$ cat src/logic/lzs_regs.vh
`ifndef LZS_REGS_VH
`define LZS_REGS_VH
`define LZS_OFF_CFG      8'h00
`define LZS_OFF_AIMIN    8'h04
`define LZS_OFF_REFRNG   8'h08
`define LZS_OFF_FBRNG    8'h0c
`define LZS_OFF_FULL     8'h10
`define LZS_OFF_POWER    8'h14
`define LZS_OFF_FWARN    8'h18
`define LZS_OFF_IWARN    8'h1c
`define LZS_OFF_FBWARN   8'h20
`define LZS_OFF_STATUS   8'h24
`define LZS_RESP_OK      2'b00
`define LZS_RESP_ERR     2'b10
`define LZS_CLK_HZ       20000000
`define LZS_TICK_S       1
`define LZS_SEC_CYCLES   (`LZS_CLK_HZ * `LZS_TICK_S)
`define LZS_TMO_MIN      7'h01
`define LZS_TMO_MAX      7'h63
`define LZS_TMO_RST      7'h0a
`define LZS_VMIN_MAX     8'h64
`define LZS_IMIN_MAX     8'hc8
`define LZS_VMIN_RST     8'h00
`define LZS_IMIN_RST     8'h28
`define LZS_V_ACTIVE     9'h00a
`define LZS_I_ACTIVE     9'h014
`define LZS_RNG_RST      32'h03e8_0000
`define LZS_FULL_RST     32'h03e8_03e8
`define LZS_ACT_NONE     3'h0
`define LZS_ACT_HOLD     3'h1
`define LZS_ACT_STOP     3'h2
`define LZS_ACT_JOG      3'h3
`define LZS_ACT_MAX      3'h4
`define LZS_ACT_TRIP     3'h5
`define LZS_AO_LAST      4'hc
`define LZS_AO_BASE4     12'h190
`define LZS_AO_SPAN0     12'h7d0
`define LZS_AO_SPAN4     12'h640
`define LZS_TEMP_LO      16'h0014
`define LZS_TEMP_HI      16'h0064
`define LZS_FRAC_FULL    12'hfff
`endif

$ cat src/logic/lzs_top.v
// Operation
// - flag loss below half of minimum scaling
// - act after low outlasts 1-99 s timeout
// - supervise only above 1 V / 2 mA
// - action codes 0-5 decode to fallbacks
// - live-zero action beats bus timeout action
// - output codes 1-12 pair quantity and span
// - reference, feedback, freq, current scale linearly
// - power full scale at rated motor power
// - temperature spans 20 to 100 degrees
// - relay codes 0, 1, 2
// - relay codes 3 and 4
// - relay codes 5 and 6
// - relay code 7 ready, supply, idle, line ok
// - code 8 alarm or warning, 10 alarm
// - code 9 current above limit
// - codes 11, 12 frequency thresholds
// - codes 13-16 current and feedback thresholds
// - codes 22-24 outside warning windows
// - codes 17-20, 25, 26 pass status
// - reverse: energised while counter-clockwise
// - control word bit 11 drives relay
//
// Implementation choices: the register offsets and the AXI4-Lite register port.
`timescale 1ns/1ns
`include "lzs_regs.vh"
module lzs_top #(
  parameter integer SEC_CYCLES = `LZS_SEC_CYCLES
) (
  // clock and reset
  input  wire        CLK,
  input  wire        RESET,
  // axi4-lite slave
  input  wire [7:0]  S_AXI_AWADDR,
  input  wire        S_AXI_AWVALID,
  output wire        S_AXI_AWREADY,
  input  wire [31:0] S_AXI_WDATA,
  input  wire [3:0]  S_AXI_WSTRB,
  input  wire        S_AXI_WVALID,
  output wire        S_AXI_WREADY,
  output wire [1:0]  S_AXI_BRESP,
  output wire        S_AXI_BVALID,
  input  wire        S_AXI_BREADY,
  input  wire [7:0]  S_AXI_ARADDR,
  input  wire        S_AXI_ARVALID,
  output wire        S_AXI_ARREADY,
  output wire [31:0] S_AXI_RDATA,
  output wire [1:0]  S_AXI_RRESP,
  output wire        S_AXI_RVALID,
  input  wire        S_AXI_RREADY,
  // analogue inputs, 0.1 V and 0.1 mA units
  input  wire [7:0]  AI_VOLT,
  input  wire        AI_VOLT_USED,
  input  wire [7:0]  AI_CURR,
  input  wire        AI_CURR_USED,
  // process quantities
  input  wire [15:0] REF_VALUE,
  input  wire [15:0] FB_VALUE,
  input  wire [15:0] FREQ_VALUE,
  input  wire [15:0] CURR_VALUE,
  input  wire [15:0] POWER_VALUE,
  input  wire [15:0] TEMP_VALUE,
  // fieldbus supervision
  input  wire        BUS_TIMEOUT,
  input  wire [2:0]  BUS_ACTION,
  // drive status
  input  wire        UNIT_READY,
  input  wire        ENABLED,
  input  wire        WARNING,
  input  wire        ALARM,
  input  wire        START_ACTIVE,
  input  wire        SPEED_ON_REF,
  input  wire        IN_REF_RANGE,
  input  wire        CTRL_POWER,
  input  wire        CONTROL_INPUT_ACTIVE,
  input  wire        LINE_VOLTAGE_OK,
  input  wire        BUS_RELAY,
  input  wire        REVERSE_CCW,
  input  wire        THERMAL_WARNING,
  input  wire        LOCAL_MODE,
  input  wire        BRAKE_DRIVE,
  input  wire [15:0] CONTROL_WORD,
  // fallback and outputs
  output reg         SIGNAL_LOSS,
  output reg         SIGNAL_LOSS_TIMEOUT,
  output reg  [2:0]  ACTION_CODE,
  output reg         HOLD_FREQ,
  output reg         FORCE_STOP,
  output reg         FORCE_JOG,
  output reg         FORCE_MAX,
  output reg         FORCE_TRIP,
  output reg  [11:0] AO_VALUE,
  output reg         RELAY
);

  localparam integer SEC_LAST_I = SEC_CYCLES - 1;
  localparam [24:0]  SEC_LAST   = SEC_LAST_I[24:0];

  function [31:0] wmerge;
    input [31:0] old;
    input [31:0] nw;
    input [3:0]  strb;
    integer k;
    begin
      for (k = 0; k < 4; k = k + 1) begin
        wmerge[k*8 +: 8] = strb[k] ? nw[k*8 +: 8] : old[k*8 +: 8];
      end
    end
  endfunction

  // full-scale and offset of the chosen span, in 0.01 mA
  function [11:0] ao_scale;
    input [11:0] frac;
    input        live;
    reg   [23:0] prod;
    begin
      prod = frac * (live ? `LZS_AO_SPAN4 : `LZS_AO_SPAN0);
      ao_scale = prod[23:12] + (live ? `LZS_AO_BASE4 : 12'h000);
    end
  endfunction

  function gt;
    input [15:0] a;
    input [15:0] b;
    begin
      gt = a > b;
    end
  endfunction

  // configuration
  reg  [6:0]  tmo_reg;
  reg  [2:0]  act_reg;
  reg  [3:0]  ao_src_reg;
  reg  [4:0]  rly_src_reg;
  reg  [7:0]  vmin_reg;
  reg  [7:0]  imin_reg;
  reg  [31:0] refrng_reg;
  reg  [31:0] fbrng_reg;
  reg  [31:0] full_reg;
  reg  [31:0] power_reg;
  reg  [31:0] fwarn_reg;
  reg  [31:0] iwarn_reg;
  reg  [31:0] fbwarn_reg;

  // bus slave state
  reg         aw_held_reg;
  reg  [7:0]  awaddr_reg;
  reg         w_held_reg;
  reg  [31:0] wdata_reg;
  reg  [3:0]  wstrb_reg;
  reg         bvalid_reg;
  reg  [1:0]  bresp_reg;
  reg         rvalid_reg;
  reg  [31:0] rdata_reg;
  reg  [1:0]  rresp_reg;

  assign S_AXI_AWREADY = ~aw_held_reg;
  assign S_AXI_WREADY  = ~w_held_reg;
  assign S_AXI_BVALID  = bvalid_reg;
  assign S_AXI_BRESP   = bresp_reg;
  assign S_AXI_ARREADY = ~rvalid_reg;
  assign S_AXI_RVALID  = rvalid_reg;
  assign S_AXI_RDATA   = rdata_reg;
  assign S_AXI_RRESP   = rresp_reg;

  wire do_wr = aw_held_reg & w_held_reg & ~bvalid_reg;
  wire [31:0] cfg_rd = {3'h0, rly_src_reg, 4'h0, ao_src_reg,
                        5'h00, act_reg, 1'b0, tmo_reg};
  wire [31:0] cfg_m  = wmerge(cfg_rd, wdata_reg, wstrb_reg);
  wire [31:0] ai_rd  = {8'h00, imin_reg, 8'h00, vmin_reg};
  wire [31:0] ai_m   = wmerge(ai_rd, wdata_reg, wstrb_reg);

  // live-zero supervision
  reg  [24:0] presc_reg;
  reg  [6:0]  sec_reg;
  reg         timed_reg;
  wire        v_on  = {1'b0, vmin_reg} > `LZS_V_ACTIVE;
  wire        i_on  = {1'b0, imin_reg} > `LZS_I_ACTIVE;
  wire        v_low = AI_VOLT_USED & v_on & ({AI_VOLT, 1'b0} < {1'b0, vmin_reg});
  wire        i_low = AI_CURR_USED & i_on & ({AI_CURR, 1'b0} < {1'b0, imin_reg});
  wire        low   = v_low | i_low;

  wire [31:0] status_rd = {4'h0, AO_VALUE, 1'b0, sec_reg,
                           2'h0, RELAY, ACTION_CODE, timed_reg, low};

  // write channel
  always @(posedge CLK or posedge RESET) begin
    if (RESET) begin
      aw_held_reg <= 1'b0;
      awaddr_reg  <= 8'h00;
      w_held_reg  <= 1'b0;
      wdata_reg   <= 32'h0000_0000;
      wstrb_reg   <= 4'h0;
      bvalid_reg  <= 1'b0;
      bresp_reg   <= `LZS_RESP_OK;
      tmo_reg     <= `LZS_TMO_RST;
      act_reg     <= `LZS_ACT_NONE;
      ao_src_reg  <= 4'h0;
      rly_src_reg <= 5'h00;
      vmin_reg    <= `LZS_VMIN_RST;
      imin_reg    <= `LZS_IMIN_RST;
      refrng_reg  <= `LZS_RNG_RST;
      fbrng_reg   <= `LZS_RNG_RST;
      full_reg    <= `LZS_FULL_RST;
      power_reg   <= `LZS_FULL_RST;
      fwarn_reg   <= `LZS_RNG_RST;
      iwarn_reg   <= `LZS_RNG_RST;
      fbwarn_reg  <= `LZS_RNG_RST;
    end else begin
      if (S_AXI_AWVALID & ~aw_held_reg) begin
        aw_held_reg <= 1'b1;
        awaddr_reg  <= S_AXI_AWADDR;
      end
      if (S_AXI_WVALID & ~w_held_reg) begin
        w_held_reg <= 1'b1;
        wdata_reg  <= S_AXI_WDATA;
        wstrb_reg  <= S_AXI_WSTRB;
      end
      if (bvalid_reg & S_AXI_BREADY) begin
        bvalid_reg <= 1'b0;
      end
      if (do_wr) begin
        aw_held_reg <= 1'b0;
        w_held_reg  <= 1'b0;
        bvalid_reg  <= 1'b1;
        bresp_reg   <= `LZS_RESP_OK;
        case (awaddr_reg)
          `LZS_OFF_CFG: begin
            // out-of-range times clamp rather than fault
            if (cfg_m[6:0] < `LZS_TMO_MIN) tmo_reg <= `LZS_TMO_MIN;
            else if (cfg_m[6:0] > `LZS_TMO_MAX) tmo_reg <= `LZS_TMO_MAX;
            else tmo_reg <= cfg_m[6:0];
            act_reg     <= (cfg_m[10:8] > `LZS_ACT_TRIP) ? `LZS_ACT_NONE : cfg_m[10:8];
            ao_src_reg  <= cfg_m[19:16];
            rly_src_reg <= cfg_m[28:24];
          end
          `LZS_OFF_AIMIN: begin
            vmin_reg <= (ai_m[7:0] > `LZS_VMIN_MAX) ? `LZS_VMIN_MAX : ai_m[7:0];
            imin_reg <= (ai_m[23:16] > `LZS_IMIN_MAX) ? `LZS_IMIN_MAX : ai_m[23:16];
          end
          `LZS_OFF_REFRNG: refrng_reg <= wmerge(refrng_reg, wdata_reg, wstrb_reg);
          `LZS_OFF_FBRNG:  fbrng_reg  <= wmerge(fbrng_reg, wdata_reg, wstrb_reg);
          `LZS_OFF_FULL:   full_reg   <= wmerge(full_reg, wdata_reg, wstrb_reg);
          `LZS_OFF_POWER:  power_reg  <= wmerge(power_reg, wdata_reg, wstrb_reg);
          `LZS_OFF_FWARN:  fwarn_reg  <= wmerge(fwarn_reg, wdata_reg, wstrb_reg);
          `LZS_OFF_IWARN:  iwarn_reg  <= wmerge(iwarn_reg, wdata_reg, wstrb_reg);
          `LZS_OFF_FBWARN: fbwarn_reg <= wmerge(fbwarn_reg, wdata_reg, wstrb_reg);
          `LZS_OFF_STATUS: bresp_reg  <= `LZS_RESP_OK;
          default:         bresp_reg  <= `LZS_RESP_ERR;
        endcase
      end
    end
  end

  // read channel
  always @(posedge CLK or posedge RESET) begin
    if (RESET) begin
      rvalid_reg <= 1'b0;
      rdata_reg  <= 32'h0000_0000;
      rresp_reg  <= `LZS_RESP_OK;
    end else if (rvalid_reg) begin
      if (S_AXI_RREADY) rvalid_reg <= 1'b0;
    end else if (S_AXI_ARVALID) begin
      rvalid_reg <= 1'b1;
      rresp_reg  <= `LZS_RESP_OK;
      case (S_AXI_ARADDR)
        `LZS_OFF_CFG:    rdata_reg <= cfg_rd;
        `LZS_OFF_AIMIN:  rdata_reg <= ai_rd;
        `LZS_OFF_REFRNG: rdata_reg <= refrng_reg;
        `LZS_OFF_FBRNG:  rdata_reg <= fbrng_reg;
        `LZS_OFF_FULL:   rdata_reg <= full_reg;
        `LZS_OFF_POWER:  rdata_reg <= power_reg;
        `LZS_OFF_FWARN:  rdata_reg <= fwarn_reg;
        `LZS_OFF_IWARN:  rdata_reg <= iwarn_reg;
        `LZS_OFF_FBWARN: rdata_reg <= fbwarn_reg;
        `LZS_OFF_STATUS: rdata_reg <= status_rd;
        default: begin
          rdata_reg <= 32'h0000_0000;
          rresp_reg <= `LZS_RESP_ERR;
        end
      endcase
    end
  end

  // timeout timer and fallback selection
  wire [2:0] act_next = timed_reg ? act_reg :
                        (BUS_TIMEOUT ? BUS_ACTION : `LZS_ACT_NONE);
  always @(posedge CLK or posedge RESET) begin
    if (RESET) begin
      presc_reg           <= 25'h0000000;
      sec_reg             <= 7'h00;
      timed_reg           <= 1'b0;
      SIGNAL_LOSS         <= 1'b0;
      SIGNAL_LOSS_TIMEOUT <= 1'b0;
      ACTION_CODE         <= `LZS_ACT_NONE;
      HOLD_FREQ           <= 1'b0;
      FORCE_STOP          <= 1'b0;
      FORCE_JOG           <= 1'b0;
      FORCE_MAX           <= 1'b0;
      FORCE_TRIP          <= 1'b0;
    end else begin
      if (!low) begin
        presc_reg <= 25'h0000000;
        sec_reg   <= 7'h00;
        timed_reg <= 1'b0;
      end else if (!timed_reg) begin
        if (sec_reg >= tmo_reg) begin
          timed_reg <= 1'b1;
        end else if (presc_reg == SEC_LAST) begin
          presc_reg <= 25'h0000000;
          sec_reg   <= sec_reg + 7'h01;
        end else begin
          presc_reg <= presc_reg + 25'h0000001;
        end
      end
      SIGNAL_LOSS         <= low;
      SIGNAL_LOSS_TIMEOUT <= timed_reg;
      ACTION_CODE         <= act_next;
      HOLD_FREQ           <= act_next == `LZS_ACT_HOLD;
      FORCE_STOP          <= act_next == `LZS_ACT_STOP ||
                             act_next == `LZS_ACT_TRIP;
      FORCE_JOG           <= act_next == `LZS_ACT_JOG;
      FORCE_MAX           <= act_next == `LZS_ACT_MAX;
      FORCE_TRIP          <= act_next == `LZS_ACT_TRIP;
    end
  end

  // analogue output: range select then serial divide
  reg [15:0] q_val;
  reg [15:0] q_lo;
  reg [15:0] q_hi;
  wire [3:0] q_idx = ao_src_reg - 4'h1;
  always @* begin
    q_val = 16'h0000;
    q_lo  = 16'h0000;
    q_hi  = 16'h0000;
    case (q_idx[3:1])
      3'h0: begin
        q_val = REF_VALUE;
        q_lo  = refrng_reg[15:0];
        q_hi  = refrng_reg[31:16];
      end
      3'h1: begin
        q_val = FB_VALUE;
        q_lo  = fbrng_reg[15:0];
        q_hi  = fbrng_reg[31:16];
      end
      3'h2: begin
        q_val = FREQ_VALUE;
        q_hi  = full_reg[15:0];
      end
      3'h3: begin
        q_val = CURR_VALUE;
        q_hi  = full_reg[31:16];
      end
      3'h4: begin
        q_val = POWER_VALUE;
        q_hi  = power_reg[15:0];
      end
      3'h5: begin
        q_val = TEMP_VALUE;
        q_lo  = `LZS_TEMP_LO;
        q_hi  = `LZS_TEMP_HI;
      end
      default: q_val = 16'h0000;
    endcase
  end

  reg        div_busy_reg;
  reg [3:0]  div_cnt_reg;
  reg [15:0] rem_reg;
  reg [15:0] den_reg;
  reg [11:0] quo_reg;
  reg        live_reg;
  wire [16:0] rem2   = {rem_reg, 1'b0};
  wire        ge_den = rem2 >= {1'b0, den_reg};
  wire [16:0] rem_sb = rem2 - {1'b0, den_reg};
  wire        ao_off = (ao_src_reg == 4'h0) || (ao_src_reg > `LZS_AO_LAST);
  wire        span4  = q_idx[0];

  // update rate is one conversion per 13 clocks; plenty for a process value
  always @(posedge CLK or posedge RESET) begin
    if (RESET) begin
      div_busy_reg <= 1'b0;
      div_cnt_reg  <= 4'h0;
      rem_reg      <= 16'h0000;
      den_reg      <= 16'h0000;
      quo_reg      <= 12'h000;
      live_reg     <= 1'b0;
      AO_VALUE     <= 12'h000;
    end else if (div_busy_reg) begin
      rem_reg     <= ge_den ? rem_sb[15:0] : rem2[15:0];
      quo_reg     <= {quo_reg[10:0], ge_den};
      div_cnt_reg <= div_cnt_reg - 4'h1;
      if (div_cnt_reg == 4'h0) begin
        div_busy_reg <= 1'b0;
        if (!ao_off) AO_VALUE <= ao_scale({quo_reg[10:0], ge_den}, live_reg);
        else AO_VALUE <= 12'h000;
      end
    end else if (ao_off) begin
      AO_VALUE <= 12'h000;
    end else if (q_hi <= q_lo || q_val <= q_lo) begin
      AO_VALUE <= ao_scale(12'h000, span4);
    end else if (q_val >= q_hi) begin
      // both spans top out at 20 mA; the divider path alone stops one step short
      AO_VALUE <= `LZS_AO_SPAN0;
    end else begin
      div_busy_reg <= 1'b1;
      div_cnt_reg  <= 4'hb;
      rem_reg      <= q_val - q_lo;
      den_reg      <= q_hi - q_lo;
      quo_reg      <= 12'h000;
      live_reg     <= span4;
    end
  end

  // relay function
  reg rly_next;
  always @* begin
    case (rly_src_reg)
      5'd1:  rly_next = UNIT_READY;
      5'd2:  rly_next = ENABLED & ~WARNING;
      5'd3:  rly_next = START_ACTIVE;
      5'd4:  rly_next = SPEED_ON_REF & ~WARNING;
      5'd5:  rly_next = START_ACTIVE & ~WARNING;
      5'd6:  rly_next = IN_REF_RANGE & ~WARNING;
      5'd7:  rly_next = UNIT_READY & CTRL_POWER &
                        ~CONTROL_INPUT_ACTIVE & LINE_VOLTAGE_OK;
      5'd8:  rly_next = ALARM | WARNING;
      5'd9:  rly_next = gt(CURR_VALUE, power_reg[31:16]);
      5'd10: rly_next = ALARM;
      5'd11: rly_next = gt(FREQ_VALUE, fwarn_reg[15:0]);
      5'd12: rly_next = gt(fwarn_reg[31:16], FREQ_VALUE);
      5'd13: rly_next = gt(CURR_VALUE, iwarn_reg[15:0]);
      5'd14: rly_next = gt(iwarn_reg[31:16], CURR_VALUE);
      5'd15: rly_next = gt(FB_VALUE, fbwarn_reg[15:0]);
      5'd16: rly_next = gt(fbwarn_reg[31:16], FB_VALUE);
      5'd17: rly_next = BUS_RELAY;
      5'd18: rly_next = REVERSE_CCW;
      5'd19: rly_next = THERMAL_WARNING;
      5'd20: rly_next = LOCAL_MODE;
      5'd22: rly_next = gt(fwarn_reg[15:0], FREQ_VALUE) |
                        gt(FREQ_VALUE, fwarn_reg[31:16]);
      5'd23: rly_next = gt(iwarn_reg[15:0], CURR_VALUE) |
                        gt(CURR_VALUE, iwarn_reg[31:16]);
      5'd24: rly_next = gt(fbwarn_reg[15:0], FB_VALUE) |
                        gt(FB_VALUE, fbwarn_reg[31:16]);
      5'd25: rly_next = BRAKE_DRIVE;
      5'd26: rly_next = CONTROL_WORD[11];
      default: rly_next = 1'b0;
    endcase
  end

  always @(posedge CLK or posedge RESET) begin
    if (RESET) RELAY <= 1'b0;
    else RELAY <= rly_next;
  end

endmodule // lzs_top

$ cat config.mk
export PLATFORM = sky130hd
export DESIGN_NAME = lzs_top
export DESIGN_NICKNAME = d
export VERILOG_FILES = /design/src/logic/lzs_top.v
export VERILOG_INCLUDE_DIRS = /design/src /design/src/logic
export SDC_FILE = /design/constraint.sdc
export NUM_CORES = 2
export LEC_CHECK = 0
export BUFFER_PORTS_ARGS = -buffer_cell sky130_fd_sc_hd__buf_2
export CORE_ASPECT_RATIO = 1.75
export CORE_MARGIN = 4
export CORE_UTILIZATION = 23
export CTS_BUF_LIST = sky130_fd_sc_hd__clkbuf_8
export DETAILED_ROUTE_END_ITERATION = 7
export GPL_ROUTABILITY_DRIVEN = 0
export PLACE_DENSITY_LB_ADDON = 0.05
export SYNTH_ARGS = -nofsm -noshare
export SYNTH_HDL_FRONTEND = slang
export SYNTH_SLANG_ARGS = --single-unit
$ cat constraint.sdc
create_clock -name CLK -period 21.3 [get_ports CLK]
set_input_delay 2.13 -clock CLK [delete_from_list [all_inputs] [get_ports CLK]]
set_output_delay 2.13 -clock CLK [all_outputs]
set_load 0.03 [all_outputs]
# == Word level (Yosys, flattened, before mapping) ==
# Cells that the tools add are included.
# totals
register_bits,448
wordCells,309
output_inout_bits,64
# classes
n_mul,1
mux,65
n_reduce_logical,52
magnitude_cmp,28
add_sub_neg,8
bitwise,31
n_eq_ne,61
# ops
op,count
$pmux W32 S10,1
$gt A16 B16 Y1,13
$pmux W16 S6,2
$mux W25,4
$reduce_and A3 Y1,32
$mux W16,5
$mux W12,6
$eq A8 B5 Y1 const B,8
$eq A5 B5 Y1 const B,10
$mux W7,7
$pmux W16 S3,1
$sub A16 B16 Y16,3
$mux W11,4
$eq A5 B4 Y1 const B,8
$eq A8 B4 Y1 const B,4
$eq A8 B6 Y1 const B,4
$le A16 B16 Y1,2
$mux W8,4
$mux W9,3
$add A25 B1 Y25 const B,1
$eq A25 B25 Y1 const B,1
$pmux W1 S25,1
$mul A12 B11 Y23,1
$eq A5 B3 Y1 const B,4
39 further kinds,117

# == Longest topological paths before layout ==
# depth
ltp_word,8
depth_mapped,37
mapped_depth_nobuf,36

# == Least setup slack after synthesis ==
# Ideal clock, no wire load.
# synth_path
path_type,register -> register
startpoint,register rem_reg[2]
endpoint,register AO_VALUE[7]
setup_ns,0.121
synth_period_minus_slack_ns,7.381
arrival_time_ns,7.260
setup_slack_ns,13.919
stages_incl_launch_ff,34
path_cell_list,dfrtp_1 ha_1 a21o_1 a21oi_1 a21boi_0 o21ai_0 a21o_1 nand2_1 inv_1 clkbuf_1 fa_1 fa_1 fa_1 inv_1 fa_1 ha_1 ha_1 a21oi_1 nor2b_1 nand4b_1 a211oi_1 nor2_1 a21oi_1 o21ba_2 nor2b_1 nor2_1 xnor2_1 ha_1 a21boi_0 nor4b_1 nor3_1 xor2_1 nor2_1 o22a_1
# synth_via
elab_chain_cells,6
# synth_rtl
item,line,rtl
start: declaration,lzs_top.v:371,reg [15:0] rem_reg;
start signal: assignment,lzs_top.v:392,rem_reg <= ge_den ? rem_sb[15:0] : rem2[15:0];
start signal: assignment,lzs_top.v:410,rem_reg <= q_val - q_lo;
$ge A17 B16 Y1,lzs_top.v:376,"wire ge_den = rem2 >= {1'b0, den_reg};"
$mul A12 B11 Y23,lzs_top.v:117,prod = frac * (live ? `LZS_AO_SPAN4 : `LZS_AO_SPAN0);
$add A11 B9 Y12,lzs_top.v:118,ao_scale = prod[23:12] + (live ? `LZS_AO_BASE4 : 12'h000);
$mux W12,lzs_top.v:397,"if (!ao_off) AO_VALUE <= ao_scale({quo_reg[10:0], ge_den}, live_reg);"
$mux W12,lzs_top.v:395,if (div_cnt_reg == 4'h0) begin
$mux W12,lzs_top.v:391,end else if (div_busy_reg) begin
end signal: assignment,lzs_top.v:397,
end signal: assignment,lzs_top.v:403,"AO_VALUE <= ao_scale(12'h000, span4);"
end signal: assignment,lzs_top.v:406,AO_VALUE <= `LZS_AO_SPAN0;
end: declaration,lzs_top.v:92,"output reg [11:0] AO_VALUE,"
# No other way between the ends. The select of a mux whose other input is x is not followed.
# A chain may end at the register's enable or synchronous reset.

# == Worst setup path in the final report ==
# Ends and elaborated chain as after synthesis.

==> results.tsv <==
stage	metric	value	unit
drt	Post-Route WL	135500	µm
timing	Clock Skews	0.04685	ns
worst_setup_path	Worst setup SP type	flop	
clock_tree	CTS root buffer	clkbuf_8	
floorplan	Core ar.	0.1271	mm²
worst_setup_path	crit-path max cell delay	0.60	ns
grt	initial antenna violation count	12	
placement	dpl cell area	0.03272	mm²
finish	leading cell type in the layout, fill and taps excluded	dfrtp_1	
clock_tree	clock tree from TritonCTS	built	
finish	layout cell share with drive strength beyond 1	24.14	%
floorplan	initial cell density of the core	23.12	%
drt	via count	24710	
timing	Final Setup Violations	0	
synthesis	EDFF count, synth	0	
worst_setup_path	WS Path Type	reg2reg	
floorplan	boundary pin count	272	
timing	post-route setup TNS	0	ns
drt	drt wl/cell	27.45	µm
synthesis	Most used DFF post-synth	dfrtp_1	
finish	Seq. cell area	0.01123	mm²
drt	first-pass iteration count of the detailed router	7	
floorplan	Die Ht	480.8	µm
synthesis	Synth cell types	82	
timing	Hold Vio Cnt, Final	0	
floorplan	Die Area	0.1337	mm²
synthesis	register bit total from synthesis	446	
worst_setup_path	critical path endpoint category	flop	
timing	Final min period	9.131	ns
finish	most frequent cells in the layout	dfrtp_1 (387), nand2_1 (279), mux2_2 (271)	
timing	Max-slew headroom	15.31	%
drt	drc violations	0	
finish	Post-Layout Inst Area	0.03443	mm²
timing	Worst-Margin Slew	1.262	ns
placement	I/O Buffers	254	
worst_setup_path	slowest cell on the critical path	fa_1	
worst_hold_path	hold crit path type	reg2reg	
clock_tree	Sink Count	446	
clock_tree	TritonCTS buffer count	83	
worst_setup_path	worst-path fanout max	24	
timing	final-report max-slew violation count	0	
floorplan	row count	173	
synthesis	register area share after synthesis	38.24	%
grt	GR Util All Layers	19.88	%
grt	vias in the first global route	26260	
grt	pin count of the biggest net entering global routing	148	
finish	area of the multi-input gates	0.01694	mm²
placement	HPWL after DPL	104800	µm
clock_tree	H-tree depth	3	
timing	fin crit share	42.87	%
clock_tree	post-CTS setup repair buffer count	0	
timing	RSZ-0062 raised after global routing	no	
synthesis	Avg Inst Size Synth	10.01	µm²
worst_setup_path	Req. time, crit path	21.94	ns
clock_tree	Worst-Skew Late Latency	0.77	ns
drt	1st-iter DRT viols	1329	
synthesis	Async SR Flop Fraction	100.0	%
timing	achievable frequency	109.5	MHz
clock_tree	clk buf depth	3	
synthesis	Yosys warnings	0	
grt	first-pass GRT wire length	193100	µm
clock_tree	Post-CTS Resized	0	
floorplan	Chip Width	278.2	µm
finish	Nets	3713	
synthesis	Syn Inst Count	2936	
worst_setup_path	crit path DAT	9.77	ns
drt	number of routed nets with antenna violations	0	
status	outcome	finished, final reports clean	
synthesis	Mapped Area	0.02938	mm²
grt	Overflow after GRT	0	
finish	Fill cells	13470	
clock_tree	post-cts hold buffer count	0	
drt	Via-to-Cell Ratio	5.006	
clock_tree	clock slew at reported path FFs	0.07	ns
flow_run	max_cap viols	0	
finish	Area Overhead vs Synth	17.20	%
==> per-stage QoR <==
step | hold WS [ns] | util [%] | setup slack (ns) | instances
finish | 0.4786 | 27.10 | 12.17 | 4935
global route | 0.5128 | 27.09 | 11.64 | 4932
CTS | 0.4864 | 27.09 | 12.13 | 4930
detailed placement | 0.4725 | 25.75 | 12.18 | 4774
global placement | 0.4701 | 25.74 | 12.22 | 4773
floorplan | 0.3519 | - | 6.837 | 2937
==> worst paths after layout <==
check                                       startpoint                           to  slack (ns)  cells after the start
max                             rem_reg[2]$_DFFE_PP0P_      AO_VALUE[7]$_DFFE_PP0P_       12.17                     34
min                        S_AXI_RDATA[20]$_DFFE_PP0P_  S_AXI_RDATA[20]$_DFFE_PP0P_        0.48                      2
max reg2reg                     rem_reg[2]$_DFFE_PP0P_      AO_VALUE[7]$_DFFE_PP0P_       12.17                     34
min reg2reg                S_AXI_RDATA[20]$_DFFE_PP0P_  S_AXI_RDATA[20]$_DFFE_PP0P_        0.48                      2
max in group asynchronous                        RESET    fbrng_reg[12]$_DFFE_PP0P_       17.52                      4
min in group asynchronous                        RESET       quo_reg[7]$_DFFE_PP0P_        1.48                      2
==> worst max-delay path: cells and delay by family, from the launching register on <==
kind / cells / cell delay (ns)
compound gates: 10 / 2.57
flops: 1 / 0.41
fa+ha+maj: 8 / 3.28
xor+xnor: 2 / 0.32
simple gates: 10 / 1.47
buf+inv: 4 / 0.95
==> metal layers <==
layer,share of wire (%),vias to the layer above,global-route usage (%),wire [µm]
met5,0.067,-,0,91
met4,4.4,14,7.966,5894
met3,4.6,196,3.328,6270
met2,50,701,35.38,67730
met1,41,12580,23.77,55480
li1,-,11220,-,-
==> Yosys cell counts (17+ instances only) <==
library cell | count | area (µm²)
a21o_1 | 53 | 397.9
clkbuf_1 | 99 | 371.6
o21a_1 | 26 | 195.2
dfstp_2 | 58 | 1524
xor2_1 | 40 | 350.3
a221oi_1 | 24 | 210.2
nand4_1 | 49 | 306.5
nand2_1 | 280 | 1051
a31oi_1 | 20 | 125.1
nand3_1 | 58 | 290.3
nor2_1 | 155 | 581.8
ha_1 | 268 | 3353
o21ai_0 | 157 | 785.8
inv_1 | 230 | 863.3
mux2i_1 | 42 | 420.4
a22o_1 | 63 | 551.8
nand2b_1 | 21 | 131.4
o211ai_1 | 18 | 135.1
a222oi_1 | 17 | 170.2
a21oi_1 | 107 | 535.5
nor3_1 | 38 | 190.2
mux2_2 | 271 | 3052
nor2b_1 | 45 | 281.5
dfrtp_1 | 388 | 9709
a211oi_1 | 18 | 135.1
and3_1 | 18 | 112.6
fa_1 | 40 | 800.8
a22oi_1 | 99 | 743.2
xnor2_1 | 36 | 315.3
==> cells by family (layout without fill, tap and decap cells) <==
logic type | after synthesis | after routing | synth area share (%)
XOR/XNOR | 76 | 76 | 2.266
other | 1 | 7 | 0.01277
multiplexers | 322 | 322 | 12.51
AND/OR/NAND/NOR | 732 | 732 | 11.74
AO/OA/AOI/OAI | 702 | 702 | 16.58
adder cells (fa/ha/maj) | 308 | 308 | 14.14
flip-flops | 446 | 446 | 38.24
buffers and inverters | 349 | 680 | 4.519
==> final cells by class <==
class	count	share of cell area (%)
Timing Repair Buffer	293	4.626
Multi-Input combinational cell	2142	49.21
Clock buffer	97	3.878
Inverter	231	2.540
Tap cell	1662	6.040
Sequential cell	446	32.63
Antenna cell	5	0.03634
Clock inverter	59	1.043
Power is not shown: default switching activity piles up to over one toggle a cycle in this logic, so the estimate is an artifact.
